$ cat config.mk
export PLATFORM = sky130hd
export DESIGN_NAME = ssod_top
export DESIGN_NICKNAME = d
export VERILOG_FILES = /design/src/hdl/ssod_pkg.sv /design/src/hdl/ssod_sync.sv /design/src/hdl/ssod_top.sv
export VERILOG_INCLUDE_DIRS = /design/src /design/src/hdl
export SDC_FILE = /design/constraint.sdc
export NUM_CORES = 1
export LEC_CHECK = 0
export CORE_ASPECT_RATIO = 1.2
export CORE_MARGIN = 2
export CORE_UTILIZATION = 41
export CTS_BUF_LIST = sky130_fd_sc_hd__clkbuf_4 sky130_fd_sc_hd__clkbuf_8 sky130_fd_sc_hd__clkbuf_16
export DETAILED_ROUTE_END_ITERATION = 10
export DONT_BUFFER_PORTS = 1
export GPL_TIMING_DRIVEN = 1
export PLACE_DENSITY = 0.59
export SETUP_SLACK_MARGIN = 0.5
export SLEW_MARGIN = 10
export SYNTH_ARGS = -nofsm -noshare
export SYNTH_HDL_FRONTEND = slang
export SYNTH_SLANG_ARGS = --single-unit
$ cat constraint.sdc
create_clock -name CLK_SYS -period 2.5 [get_ports CLK_SYS]
set_input_delay 0.25 -clock CLK_SYS [delete_from_list [all_inputs] [get_ports CLK_SYS]]
set_output_delay 0.25 -clock CLK_SYS [all_outputs]
set_load 0.01 [all_outputs]
$ cat src/hdl/ssod_map.svh
`ifndef SSOD_MAP_SVH
`define SSOD_MAP_SVH

// ==========================================
// Sizes
`define SSOD_NCH 8
`define SSOD_NPAIR 4
`define SSOD_FRAME_BITS 16
`define SSOD_CNT_W 10
`define SSOD_NSYNC 28

// ==========================================
// Register indices, shared by the serial command and the bus
`define SSOD_IDX_CTRL 3'h0
`define SSOD_IDX_DIAG_EN 3'h1
`define SSOD_IDX_FAULT_CLR 3'h2
`define SSOD_IDX_PAR 3'h3
`define SSOD_IDX_STATUS 3'h4
`define SSOD_IDX_OSM 3'h5
`define SSOD_IDX_LAST 3'h5

// ==========================================
// Bus byte offsets (index times four)
`define SSOD_OFS_CTRL 8'h00
`define SSOD_OFS_DIAG_EN 8'h04
`define SSOD_OFS_FAULT_CLR 8'h08
`define SSOD_OFS_PAR 8'h0c
`define SSOD_OFS_STATUS 8'h10
`define SSOD_OFS_OSM 8'h14

// ==========================================
// Serial command fields
`define SSOD_CMD_WR_BIT 15
`define SSOD_CMD_ADDR_HI 14
`define SSOD_CMD_ADDR_LO 12
`define SSOD_STAT_FAULT_HI 7
`define SSOD_STAT_OPEN_LOAD_OFF_SUMMARY_BIT 8
`define SSOD_STAT_TER_BIT 9

// ==========================================
// Reset values
`define SSOD_CTRL_RST 8'h00
`define SSOD_DIAG_EN_RST 8'h00
`define SSOD_PAR_RST 4'h0
`define SSOD_TER_RST 1'b1

`endif

$ cat src/hdl/ssod_pkg.sv
package ssod_pkg;

  // ==========================================
  // Bus and pin bundles
  typedef struct packed {
    logic psel;
    logic penable;
    logic pwrite;
    logic [7:0] paddr;
    logic [31:0] pwdata;
  } ssod_apb_req_t;

  typedef struct packed {
    logic [31:0] prdata;
    logic pready;
    logic pslverr;
  } ssod_apb_rsp_t;

  typedef struct packed {
    logic select_low;
    logic sclk;
    logic si;
  } ssod_pins_t;

  typedef struct packed {
    logic so_o;
    logic so_oe_n;
  } ssod_so_t;

  // Serial frame control
  typedef enum logic [1:0] {
    SSOD_IDLE,
    SSOD_SHIFT,
    SSOD_BLOCKED
  } ssod_state_t;

endpackage : ssod_pkg

$ cat src/hdl/ssod_sync.sv
`timescale 1ns/1ps
// ==========================================
// Two-stage synchroniser bank
module ssod_sync #(
  parameter int W = 1
) (
  input wire logic clk,
  input wire logic rst,
  input wire logic [W-1:0] d,
  output logic [W-1:0] q
);

  logic [W-1:0] meta;

  // First stage feeds only the second stage
  genvar g;
  generate
    for (g = 0; g < W; g++) begin : g_bit
      always_ff @(posedge clk) begin
        if (rst) begin
          meta[g] <= 1'b0;
          q[g] <= 1'b0;
        end else begin
          meta[g] <= d[g];
          q[g] <= meta[g];
        end
      end
    end
  endgenerate

endmodule : ssod_sync

$ cat src/hdl/ssod_top.sv
`timescale 1ns/1ps
`include "ssod_map.svh"
// ==========================================
// Serial slave port with per-channel output diagnosis
module ssod_top (
  input wire logic CLK_SYS,
  input wire logic RST,
  input wire ssod_pkg::ssod_pins_t PINS,
  input wire logic SLEEP,
  input wire logic [`SSOD_NCH-1:0] OVERLOAD,
  input wire logic [`SSOD_NCH-1:0] OVERTEMP,
  input wire logic [`SSOD_NCH-1:0] OUT_ABOVE_THR,
  input wire ssod_pkg::ssod_apb_req_t APB_REQ,
  output ssod_pkg::ssod_apb_rsp_t APB_RSP,
  output ssod_pkg::ssod_so_t SO,
  output logic [`SSOD_NCH-1:0] CHAN_ON,
  output logic [`SSOD_NCH-1:0] DIAG_CUR_EN
);
  import ssod_pkg::*;

  // ==========================================
  // Input synchronisation
  logic [`SSOD_NSYNC-1:0] sync_in;
  logic [`SSOD_NSYNC-1:0] sync_out;
  logic select_low;
  logic sclk;
  logic si;
  logic sleep;
  logic [`SSOD_NCH-1:0] ovl;
  logic [`SSOD_NCH-1:0] ovt;
  logic [`SSOD_NCH-1:0] thr;

  // Select passes inverted: a cleared synchroniser then reads deselected, no false frame
  assign sync_in = {~PINS.select_low, PINS.sclk, PINS.si, SLEEP, OVERLOAD, OVERTEMP, OUT_ABOVE_THR};

  ssod_sync #(.W(`SSOD_NSYNC)) u_sync (
    .clk(CLK_SYS),
    .rst(RST),
    .d(sync_in),
    .q(sync_out)
  );

  assign {select_low, sclk, si, sleep, ovl, ovt, thr} = sync_out ^ {1'b1, {(`SSOD_NSYNC-1){1'b0}}};

  // ==========================================
  // Edge detection on synchronised pins
  logic select_low_d;
  logic sclk_d;
  logic sel_fall;
  logic sel_rise;
  logic sclk_fall;
  logic sclk_rise;

  // Select idles high after reset so no false frame start
  always_ff @(posedge CLK_SYS) begin
    if (RST) begin
      select_low_d <= 1'b1;
      sclk_d <= 1'b0;
    end else begin
      select_low_d <= select_low;
      sclk_d <= sclk;
    end
  end

  assign sel_fall = select_low_d & ~select_low;
  assign sel_rise = ~select_low_d & select_low;
  assign sclk_fall = sclk_d & ~sclk;
  assign sclk_rise = ~sclk_d & sclk;

  // ==========================================
  // Register state
  ssod_state_t state;
  logic [`SSOD_FRAME_BITS-1:0] shift;
  logic [`SSOD_CNT_W-1:0] bit_cnt;
  logic cnt_ovf;
  logic frame_ok;
  logic frame_error_flag;
  logic [2:0] rd_idx;
  logic first_rise_seen;
  logic [`SSOD_NCH-1:0] ctrl;
  logic [`SSOD_NCH-1:0] diag_en;
  logic [`SSOD_NPAIR-1:0] par;
  logic [`SSOD_NCH-1:0] channel_fault_flag;
  logic [`SSOD_NCH-1:0] osm;
  logic open_load_off_summary;

  // ==========================================
  // Shared register read decode, bus and serial readback
  function automatic logic [15:0] reg_read(input logic [2:0] idx);
    logic [15:0] v;
    v = 16'h0000;
    case (idx)
      `SSOD_IDX_CTRL: v = {8'h00, ctrl};
      `SSOD_IDX_DIAG_EN: v = {8'h00, diag_en};
      `SSOD_IDX_PAR: v = {12'h000, par};
      `SSOD_IDX_STATUS: v = {6'h00, frame_error_flag, open_load_off_summary, channel_fault_flag};
      `SSOD_IDX_OSM: v = {8'h00, thr};
      default: v = 16'h0000;
    endcase
    return v;
  endfunction : reg_read

  function automatic logic idx_mapped(input logic [2:0] idx);
    return idx <= `SSOD_IDX_LAST;
  endfunction : idx_mapped

  // ==========================================
  // Bus slave: zero wait states, ready one cycle after setup
  logic apb_setup;
  logic apb_done;
  logic apb_wr;
  logic apb_rd;
  logic [2:0] apb_idx;
  logic apb_hit;

  assign apb_setup = APB_REQ.psel & ~APB_REQ.penable;
  assign apb_done = APB_REQ.psel & APB_REQ.penable & APB_RSP.pready;
  assign apb_idx = APB_REQ.paddr[4:2];
  assign apb_hit = (APB_REQ.paddr[7:5] == 3'h0) && (APB_REQ.paddr[1:0] == 2'h0) && idx_mapped(apb_idx);
  assign apb_wr = apb_done & APB_REQ.pwrite & ~APB_RSP.pslverr;
  assign apb_rd = apb_done & ~APB_REQ.pwrite & ~APB_RSP.pslverr;

  // Response flops; data captured at setup so the answer is registered
  always_ff @(posedge CLK_SYS) begin
    if (RST) begin
      APB_RSP <= '0;
    end else if (apb_setup) begin
      APB_RSP.pready <= 1'b1;
      APB_RSP.pslverr <= ~apb_hit;
      APB_RSP.prdata <= (apb_hit && !APB_REQ.pwrite) ? {16'h0000, reg_read(apb_idx)} : 32'h0000_0000;
    end else begin
      APB_RSP.pready <= 1'b0;
      APB_RSP.pslverr <= 1'b0;
    end
  end

  // ==========================================
  // Serial frame sequencing
  logic spi_wr;
  logic [2:0] spi_idx;
  logic [7:0] spi_data;

  // Whole frames only: 16 bits plus up to 125 full bytes
  assign frame_ok = ~cnt_ovf && (bit_cnt >= `SSOD_CNT_W'(`SSOD_FRAME_BITS)) && (bit_cnt[2:0] == 3'h0);
  // Last 16 bits shifted in form this device's command
  assign spi_idx = shift[`SSOD_CMD_ADDR_HI:`SSOD_CMD_ADDR_LO];
  assign spi_data = shift[7:0];
  assign spi_wr = (state == SSOD_SHIFT) && sel_rise && frame_ok && shift[`SSOD_CMD_WR_BIT];

  // Frame state; sleep at select fall blocks the whole access
  always_ff @(posedge CLK_SYS) begin
    if (RST) begin
      state <= SSOD_IDLE;
    end else begin
      case (state)
        SSOD_IDLE: begin
          if (sel_fall) begin
            state <= sleep ? SSOD_BLOCKED : SSOD_SHIFT;
          end
        end
        SSOD_SHIFT: begin
          if (sel_rise) begin
            state <= SSOD_IDLE;
          end
        end
        SSOD_BLOCKED: begin
          if (sel_rise) begin
            state <= SSOD_IDLE;
          end
        end
        default: state <= SSOD_IDLE;
      endcase
    end
  end

  // Bit counter, wrapping past its top, with a sticky overflow flag
  always_ff @(posedge CLK_SYS) begin
    if (RST) begin
      bit_cnt <= '0;
      cnt_ovf <= 1'b0;
    end else if (sel_fall) begin
      bit_cnt <= '0;
      cnt_ovf <= 1'b0;
    end else if (state == SSOD_SHIFT && sclk_fall) begin
      bit_cnt <= bit_cnt + `SSOD_CNT_W'(1);
      if (&bit_cnt) begin
        cnt_ovf <= 1'b1;
      end
    end
  end

  // Single shift register: load on select fall, sample input on clock fall
  always_ff @(posedge CLK_SYS) begin
    if (RST) begin
      shift <= '0;
    end else if (sel_fall && !sleep) begin
      shift <= reg_read(rd_idx);
    end else if (state == SSOD_SHIFT && sclk_fall) begin
      shift <= {shift[`SSOD_FRAME_BITS-2:0], si};
    end
  end

  // Read request of an accepted frame picks the next readback word
  always_ff @(posedge CLK_SYS) begin
    if (RST) begin
      rd_idx <= `SSOD_IDX_STATUS;
    end else if ((state == SSOD_SHIFT) && sel_rise && frame_ok && !shift[`SSOD_CMD_WR_BIT]) begin
      rd_idx <= idx_mapped(spi_idx) ? spi_idx : `SSOD_IDX_STATUS;
    end
  end

  // Frame error: set on a bad count, cleared by the next good frame
  always_ff @(posedge CLK_SYS) begin
    if (RST) begin
      frame_error_flag <= `SSOD_TER_RST;
    end else if ((state == SSOD_SHIFT) && sel_rise) begin
      frame_error_flag <= ~frame_ok;
    end
  end

  // ==========================================
  // Serial output driver
  // Until the first rising clock the output follows error OR input, so a
  // chain forwards an upstream error without waiting for data.
  always_ff @(posedge CLK_SYS) begin
    if (RST) begin
      SO.so_o <= 1'b0;
      SO.so_oe_n <= 1'b1;
      first_rise_seen <= 1'b0;
    end else if (state != SSOD_SHIFT || select_low) begin
      SO.so_o <= 1'b0;
      SO.so_oe_n <= 1'b1;
      first_rise_seen <= 1'b0;
    end else begin
      SO.so_oe_n <= 1'b0;
      if (sclk_rise) begin
        SO.so_o <= shift[`SSOD_FRAME_BITS-1];
        first_rise_seen <= 1'b1;
      end else if (!first_rise_seen) begin
        SO.so_o <= frame_error_flag | si;
      end
    end
  end

  // ==========================================
  // Writable configuration, serial writes take priority over the bus
  logic [7:0] apb_wbyte;
  assign apb_wbyte = APB_REQ.pwdata[7:0];

  always_ff @(posedge CLK_SYS) begin
    if (RST) begin
      ctrl <= `SSOD_CTRL_RST;
      diag_en <= `SSOD_DIAG_EN_RST;
      par <= `SSOD_PAR_RST;
    end else if (spi_wr) begin
      if (spi_idx == `SSOD_IDX_CTRL) begin
        ctrl <= spi_data;
      end
      if (spi_idx == `SSOD_IDX_DIAG_EN) begin
        diag_en <= spi_data;
      end
      if (spi_idx == `SSOD_IDX_PAR) begin
        par <= spi_data[`SSOD_NPAIR-1:0];
      end
    end else if (apb_wr) begin
      if (apb_idx == `SSOD_IDX_CTRL) begin
        ctrl <= apb_wbyte;
      end
      if (apb_idx == `SSOD_IDX_DIAG_EN) begin
        diag_en <= apb_wbyte;
      end
      if (apb_idx == `SSOD_IDX_PAR) begin
        par <= apb_wbyte[`SSOD_NPAIR-1:0];
      end
    end
  end

  // ==========================================
  // Fault latching per channel; paired channels share events
  logic [`SSOD_NCH-1:0] fault_ev;
  logic [`SSOD_NCH-1:0] fault_clear_bit;

  genvar c;
  generate
    for (c = 0; c < `SSOD_NCH; c++) begin : g_ch
      // Only a paired partner can disturb this channel
      assign fault_ev[c] = ovl[c] | ovt[c] | (par[c/2] & (ovl[c^1] | ovt[c^1]));
    end
  endgenerate

  assign fault_clear_bit = (spi_wr && spi_idx == `SSOD_IDX_FAULT_CLR) ? spi_data :
                           (apb_wr && apb_idx == `SSOD_IDX_FAULT_CLR) ? apb_wbyte : 8'h00;

  // A new event in the clearing cycle keeps the flag set
  always_ff @(posedge CLK_SYS) begin
    if (RST) begin
      channel_fault_flag <= '0;
    end else begin
      channel_fault_flag <= (channel_fault_flag & ~fault_clear_bit) | fault_ev;
    end
  end

  // ==========================================
  // Output status monitor snapshot, refreshed only on a bus or serial read of OSM
  always_ff @(posedge CLK_SYS) begin
    if (RST) begin
      osm <= '0;
    end else if ((apb_rd && apb_idx == `SSOD_IDX_OSM) || (sel_fall && !sleep && rd_idx == `SSOD_IDX_OSM)) begin
      osm <= thr;
    end
  end

  // Summary only looks at off channels with current on; open load never
  // touches the channel enable.
  always_ff @(posedge CLK_SYS) begin
    if (RST) begin
      open_load_off_summary <= 1'b0;
    end else begin
      open_load_off_summary <= |(osm & ~CHAN_ON & diag_en);
    end
  end

  // ==========================================
  // Channel drive outputs
  always_ff @(posedge CLK_SYS) begin
    if (RST) begin
      CHAN_ON <= '0;
      DIAG_CUR_EN <= '0;
    end else begin
      CHAN_ON <= ctrl & ~channel_fault_flag;
      DIAG_CUR_EN <= diag_en;
    end
  end

endmodule : ssod_top

==> metrics, run 1 <==
final wirelength about 17000 microns; worst endpoint data arrival time roughly 2500 ps; Max Fclk around 460 MHz; depth of the CTS H-tree 4; Max Slew Vio Count 0; Core Rows 50; Root Buffer Master clkbuf_16; Wirelength per Cell about 17 microns; die height 143 microns; ANT cells 0; total gr overflow 0; Final Util roughly half; Synth cell types 50; first-pass GRT wire length 27550 microns; Hold Vio Cnt, Final 0; Chip Width 119.8 microns; initial DRC count 333; Final Setup Violations 0; top cell family by delay on the critical path simple AND/OR/NAND/NOR gates; DP Worst Slack 235.6 ps; CP endpoint kind register; Main synth FF type dfxtp_1; cell count after synthesis 707; DP HPWL 11620 microns; First-pass DRT Iterations 5; DRC Markers 0; CTS clk-pin slew, worst paths 60 ps; CP max FO 8; crit path cell chain inv_4 > ha_4 > or3b_4 > nor3b_4 > nand2_2 > mux2_4 > a2111oi_2; Min Clock Period, post-route about 2200 ps; Synth Cell Area between 6000 and 7000 sq um; hold-critical path depth 2; clk_lat worst skew about 430 ps; Pwr Density between 600 and 700 nW/um^2; I/O Buffers 0; outcome finished, final reports clean; I/O pin count about 130; Max clock buf depth 2; via count 5287; critical path class register to register; Worst slew margin 60.46%; WP data required 2820 ps; vias in the first global route 5314; Worst path max stage delay 420 ps; largest net degree at the start of global routing 71; yosys warns 0; Post-synth EDFFs 0; Worst-Margin Slew between 500 and 600 ps; CTS tree yes; Post-Syn Area per Cell 9.337 sq um; final worst-path cycle share 86.64%; hold crit path type input pin to register; core footprint 15700 sq um; Max Cap Violations 0; Worst setup SP type register; crit path buf inv count 1; GRT Util Overall between 20% and 30%; WP depth 7; sequential-to-total area share from yosys stat about half; CTS Sinks 159; crit path max-delay cell type mux2_4; final worst slack ~330 ps; fin nets 844; antenna violations before repair 0; r2r setup slk 330 ps; CTS Buf Count 17; share of cells above drive strength 1 14.62%; Pleak between 3 and 4 nW; Die ar. 17140 sq um; RSZ-0062 raised after global routing yes; FF-to-FF path depth 7; worst vdd ir 0.4537 mV; Final ANT Viol Nets 0; ys async rst share 0%; Worst Skew 6.290 ps; Via-to-Cell Ratio 5.351; Initial Util between 40 and 50%; setup tns final 0 ps; Routability Congestion 0.8536; FF+latch count, synth about 160; Area Overhead vs Synth 23.48%
==> through the flow <==
| step | cells | hold WS [ps] | power (mW) | cell area (sq um) |
|---|---|---|---|---|
| 6_report | 988 | 51.34 | 5.579 | 8152 |
| 3_5_place_dp | 888 | 324.7 | 2.962 | 6730 |
| 3_3_place_gp | 888 | 321.4 | 2.949 | 6730 |
| 5_1_grt | 988 | 52.93 | 5.791 | 8152 |
| 4_1_cts | 988 | 31.77 | 5.616 | 8130 |
| 2_1_floorplan | 728 | 316.7 | 2.961 | 6695 |
==> layout by cell type, fill, tap and decap left out, drive strengths merged, types with 10 or more instances in the layout <==
cell type,synthesis,final
o21ai,22,22
a2111oi,12,12
conb,1,22
nor2,59,59
nor2b,64,64
buf,31,17
mux2i,16,16
clkbuf,28,20
a22oi,13,13
dlygate4sd3,0,62
dfxtp,159,159
a21oi,40,40
nand3,11,11
mux2,10,10
nand2,64,64
nor3,28,28
inv,35,36
==> routing by layer <==
| layer | part of all wire [%] | GRT usage (%) |
|---|---|---|
| met2 | 53 | 37.83 |
| met3 | 4.5 | 4.553 |
| met5 | 0 | 0 |
| met4 | 3.8 | 10.84 |
| met1 | 39 | 22.62 |
==> Yosys cell counts, drive strengths merged, types with 11 or more instances <==
library cell | number | area share [%]
mux2i | 16 | 2.4
a21oi | 40 | 3.1
nor2 | 59 | 3.4
inv | 35 | 2.0
a22oi | 13 | 1.5
nand2 | 64 | 3.7
a2111oi | 12 | 2.7
o21ai | 22 | 1.7
nor3 | 28 | 2.1
clkbuf | 28 | 1.6
nor2b | 64 | 6.1
buf | 31 | 3.1
nand3 | 11 | 0.83
dfxtp | 159 | 48
==> worst paths after layout <==
path                                end            start
setup / recovery             diag_en[6]         state[1]
hold reg to reg            u_sync.q[23]  u_sync.meta[23]
setup reg to reg             diag_en[6]         state[1]
hold / removal    channel_fault_flag[2]       APB_REQ[2]
==> repair_timing <==
item	in CTS	in global routing
endpoints found under the hold margin	116	0
gates resized for setup	17	5
hold buffers	63	0
pin swaps	2	1
setup endpoints to repair	28	38
setup buffers	5	0
==> final cells by class <==
cell class	count	area, sq um
clock inverters	12	137.6
clock buffers	20	454.2
well taps	208	260.3
repair buffers	79	779.5
fillers	1440	7551
flip-flops and latches	159	3187
inverters	35	133.9
multi-input cells	475	3199
==> where the power goes <==
group	leakage [nW]	internal [mW]	total, mW	switching, mW
combinational	1.52	0.174	0.332	0.158
clock	0.287	1.52	2.57	1.05
sequential	1.30	2.61	2.67	0.0657
==> flip-flops by register name, summed over array words and instances, names as in the netlist, 3 cells and up <==
register,flops
APB_RSP,12
u_sync.q,28
DIAG_CUR_EN,8
rd_idx,3
u_sync.meta,28
shift,16
ctrl,8
channel_fault_flag,8
bit_cnt,10
CHAN_ON,8
osm,8
par,4
diag_en,8
==> kinds of logic (layout without fill, tap and decap cells) <==
kind of cell | after synthesis | in the layout | share of synthesized area, %
and+or+nand+nor | 280 | 280 | 22.08
xor gates and xnor gates | 8 | 8 | 1.061
adders and majority gates | 4 | 4 | 0.7582
DFF | 159 | 159 | 48.22
AOI/OAI and AO/OA | 127 | 127 | 14.22
other | 1 | 22 | 0.05681
muxes | 34 | 34 | 6.975
buffers and inverters | 94 | 146 | 6.634
Power figures use the tool's default switching activity.
==> inputs of run 2 (changes only) <==
- ABC_AREA: unset -> 1
==> run 2 against run 1 <==
Net effect: critical path depth grew 1; power decreased by 0.49%; maximum frequency grew 17%; global-route usage shrank 0.83 points; via count grew 5.8%; clock power hardly changed; cell count is 18% higher; sequential share of layout area increased by 1.5 points; register-to-register slack improved by 310 ps; final area shrank 3.8%; flip-flop and latch count unchanged.
==> metrics, run 2 <==
cell count after synthesis 898 (+27%); Hold Vio Cnt, Final 0 (unchanged); switching part of the total 23.69% (+0.88 points); Synth cell types 39 (-22%); Final ANT Viol Nets 0 (unchanged); hold crit path type input pin to register; I/O Buffers 0 (unchanged); Worst slew margin 61.86% (+1.4 points); Root Buffer Master clkbuf_16; Reg power frac 47.7% (-0.2 points); outcome finished, final reports clean; Seq. cell area 3183 sq um (-0.12%); antenna violations before repair 0 (unchanged); Wirelength per Cell 14.53 microns (-15%); Chip Width 121.0 microns (+0.96%); largest family of logic cells by synthesized area simple AND/OR/NAND/NOR gates; ys async rst share 0% (unchanged); Via-to-Cell Ratio 4.807 (-10%); clk_lat worst skew 430 ps (about the same); total gr overflow 0 (unchanged); Max Cap Violations 0 (unchanged); Worst-Margin Slew 570.3 ps (-20.99 ps); final wirelength 16910 microns (-0.16%); share of cells above drive strength 1 10.82% (-3.8 points); setup tns final 0 ps (unchanged); most frequent cells after synthesis dfxtp_1 (159), nand2_1 (144), inv_1 (137); Min Clock Period, post-route 1855 ps (-311.4 ps); internal power component 4.236 mW (-1.6%); Pwr Density 707.7 nW/um^2 (+3.4%); FF+latch count, synth 159 (unchanged); Final Setup Violations 0 (unchanged); Max Slew Vio Count 0 (unchanged); core footprint 16140 sq um (+2.8%); CP max FO 8 (unchanged); WP data required 2870 ps (+50 ps); Area Overhead vs Synth 16.52%; Post-Synth XOR/XNOR Area 0% (-1.1 points); post-synthesis mux area share 0% (-7.0 points); hold_ws 69.76 ps (+18.42 ps); CP endpoint kind register; Core Rows 51 (+2.0%); hold-critical path depth 3 (+1); via count 5595 (+5.8%); RSZ-0062 raised after global routing no; FF-to-FF path depth 8 (+1); Synth area leader dfxtp_1; First-pass DRT Iterations 5 (unchanged); critical path class register to register; main area contributors after synthesis dfxtp_1 (47%), nand2_1 (8.0%), inv_1 (7.6%), nor2_1 (7.0%), a21oi_1 (5.1%); Post-Synth Adder-Cell Area 0.7434% (-0.015 points); CTS tree yes; leading cell type in the layout, fill and taps excluded dfxtp_1; Clock power frac 46.4% (+0.3 points); largest net degree at the start of global routing 92 (+30%); Synth Area in Simple Gates 25.83% (+3.8 points); Yosys top cell area share 47.28% (-0.94 points); Synth Area in Compound Gates 13.14% (-1.1 points); Initial Util 41.70% (-0.34 points); Max Fclk 539.2 MHz (+17%); Comb power frac 5.9% (about the same); worst endpoint data arrival time 2230 ps (-260 ps); first-pass GRT wire length 26650 microns (-3.3%); Pleak 3.293 nW (+6.1%); Main synth FF type dfxtp_1; Die ar. 17470 sq um (+1.9%); # fillers 1589 (+10%); most frequent cells in the layout dfxtp_1 (159), nand2_1 (144), inv_1 (136), nor2_1 (124), a21oi_1 (68); final worst-path cycle share 74.19% (-12 points); top-count cell post-synth dfxtp_1; Post-synth EDFFs 0 (unchanged); GRT Util Overall 19.98% (-0.83 points); Worst setup SP type register; Regs by FF count u_sync.meta (28), u_sync.q (28), shift (16); die height 144.4 microns (+0.96%); Max clock buf depth 2 (unchanged); I/O pin count 125 (unchanged); CTS Sinks 159 (unchanged); worst vdd ir 0.4633 mV (+2.1%); CTS Buf Count 17 (unchanged); depth of the CTS H-tree 4 (unchanged); vias in the first global route 5056 (-4.9%); fin nets 1017 (+20%); yosys warns 0 (unchanged); Worst Skew 9.375 ps (+3.086 ps); initial DRC count 482 (+45%); area of the multi-input gates 2776 sq um (-13%); Routability Congestion 0.8928 (+4.6%); switching power 1.315 mW (+3.4%); CTS clk-pin slew, worst paths 60 ps (about the same); Synth Cell Area 6733 sq um (+2.0%); ANT cells 0 (unchanged); DP HPWL 11970 microns (+3.1%); Post-Syn Area per Cell 7.497 sq um (-20%); sequential-to-total area share from yosys stat 47.28% (-0.94 points); DRC Markers 0 (unchanged)
-- run 2: cell count changes in the layout (fill, tap and decap cells not counted), sizes merged, moves of 28 or more --
cell   delta
a21oi    +28
nor2b    -64
nor2     +77
inv     +109
o21ai    +46
nand2    +92
-- run 2: repair_timing --
item / in CTS / in global routing
setup buffers: 0 / 2
endpoints found under the hold margin: 103 / 0
resized for setup: 0 / 5
hold buffers: 39 / 0
endpoints found under the setup margin: 0 / 31
-- run 2: power by group through the flow --
stage | clock (mW) | sequential [mW] | combinational, mW
finish | 2.58 | 2.65 | 0.329
detailed placement | 0 | 2.70 | 0.261
global route | 2.74 | 2.65 | 0.371
global placement | 0 | 2.70 | 0.257
CTS | 2.62 | 2.65 | 0.325
floorplan | 0 | 2.69 | 0.254
-- run 2: critical path, cell delays in order (launching register included) --
cell	delay [ps]
dfxtp_1	300
inv_1	80
ha_2	250
nand3_4	130
clkinv_1	110
buf_4	160
nand3_1	70
a21oi_1	140
dlygate4sd3_1	550
-- run 2: final timing paths --
path / from / slack [ps] / end
worst max-delay path: state[1] / 650 / shift[11]
worst min-delay path: RST / 70 / bit_cnt[5]
worst max register to register: state[1] / 650 / shift[11]
worst min register to register: u_sync.meta[18] / 400 / u_sync.q[18]
-- run 2: metrics by stage --
stage / power (mW) / area (sq um) / util [%] / worst slack (ps) / cells
final: 5.552 / 7845 / 48.59 / 645.3 / 1164
after global placement: 2.960 / 6815 / 42.22 / 538.5 / 1092
after global routing: 5.765 / 7845 / 48.59 / 499.2 / 1164
after detailed placement: 2.964 / 6815 / 42.22 / 529.0 / 1092
after CTS: 5.591 / 7806 / 48.35 / 512.7 / 1162
after floorplan: 2.941 / 6812 / - / 941.0 / 919
-- run 2: area by class of cell --
class / count / share of cell area, %
clock buffer: 19 / 5.694
clock inverter: 12 / 1.738
sequential: 159 / 40.57
tap: 212 / 3.381
inverter: 146 / 7.065
multi-input combinational: 567 / 35.39
timing repair buffer: 49 / 6.156
-- run 2: kinds of logic after synthesis --
group | Yosys count
compound gates | 162
fa+ha+maj | 4
buf+inv | 193
flops | 159
simple gates | 379
other cells | 1
-- run 2: routing by layer --
metal / global-route usage [%] / vias up / share of wire, %
met4: 10.16 / 0 / 3.4
li1: - / 2885 / -
met1: 24.79 / 2495 / 43
met5: 0 / - / 0
met3: 4.811 / 33 / 6.3
met2: 32.29 / 182 / 47
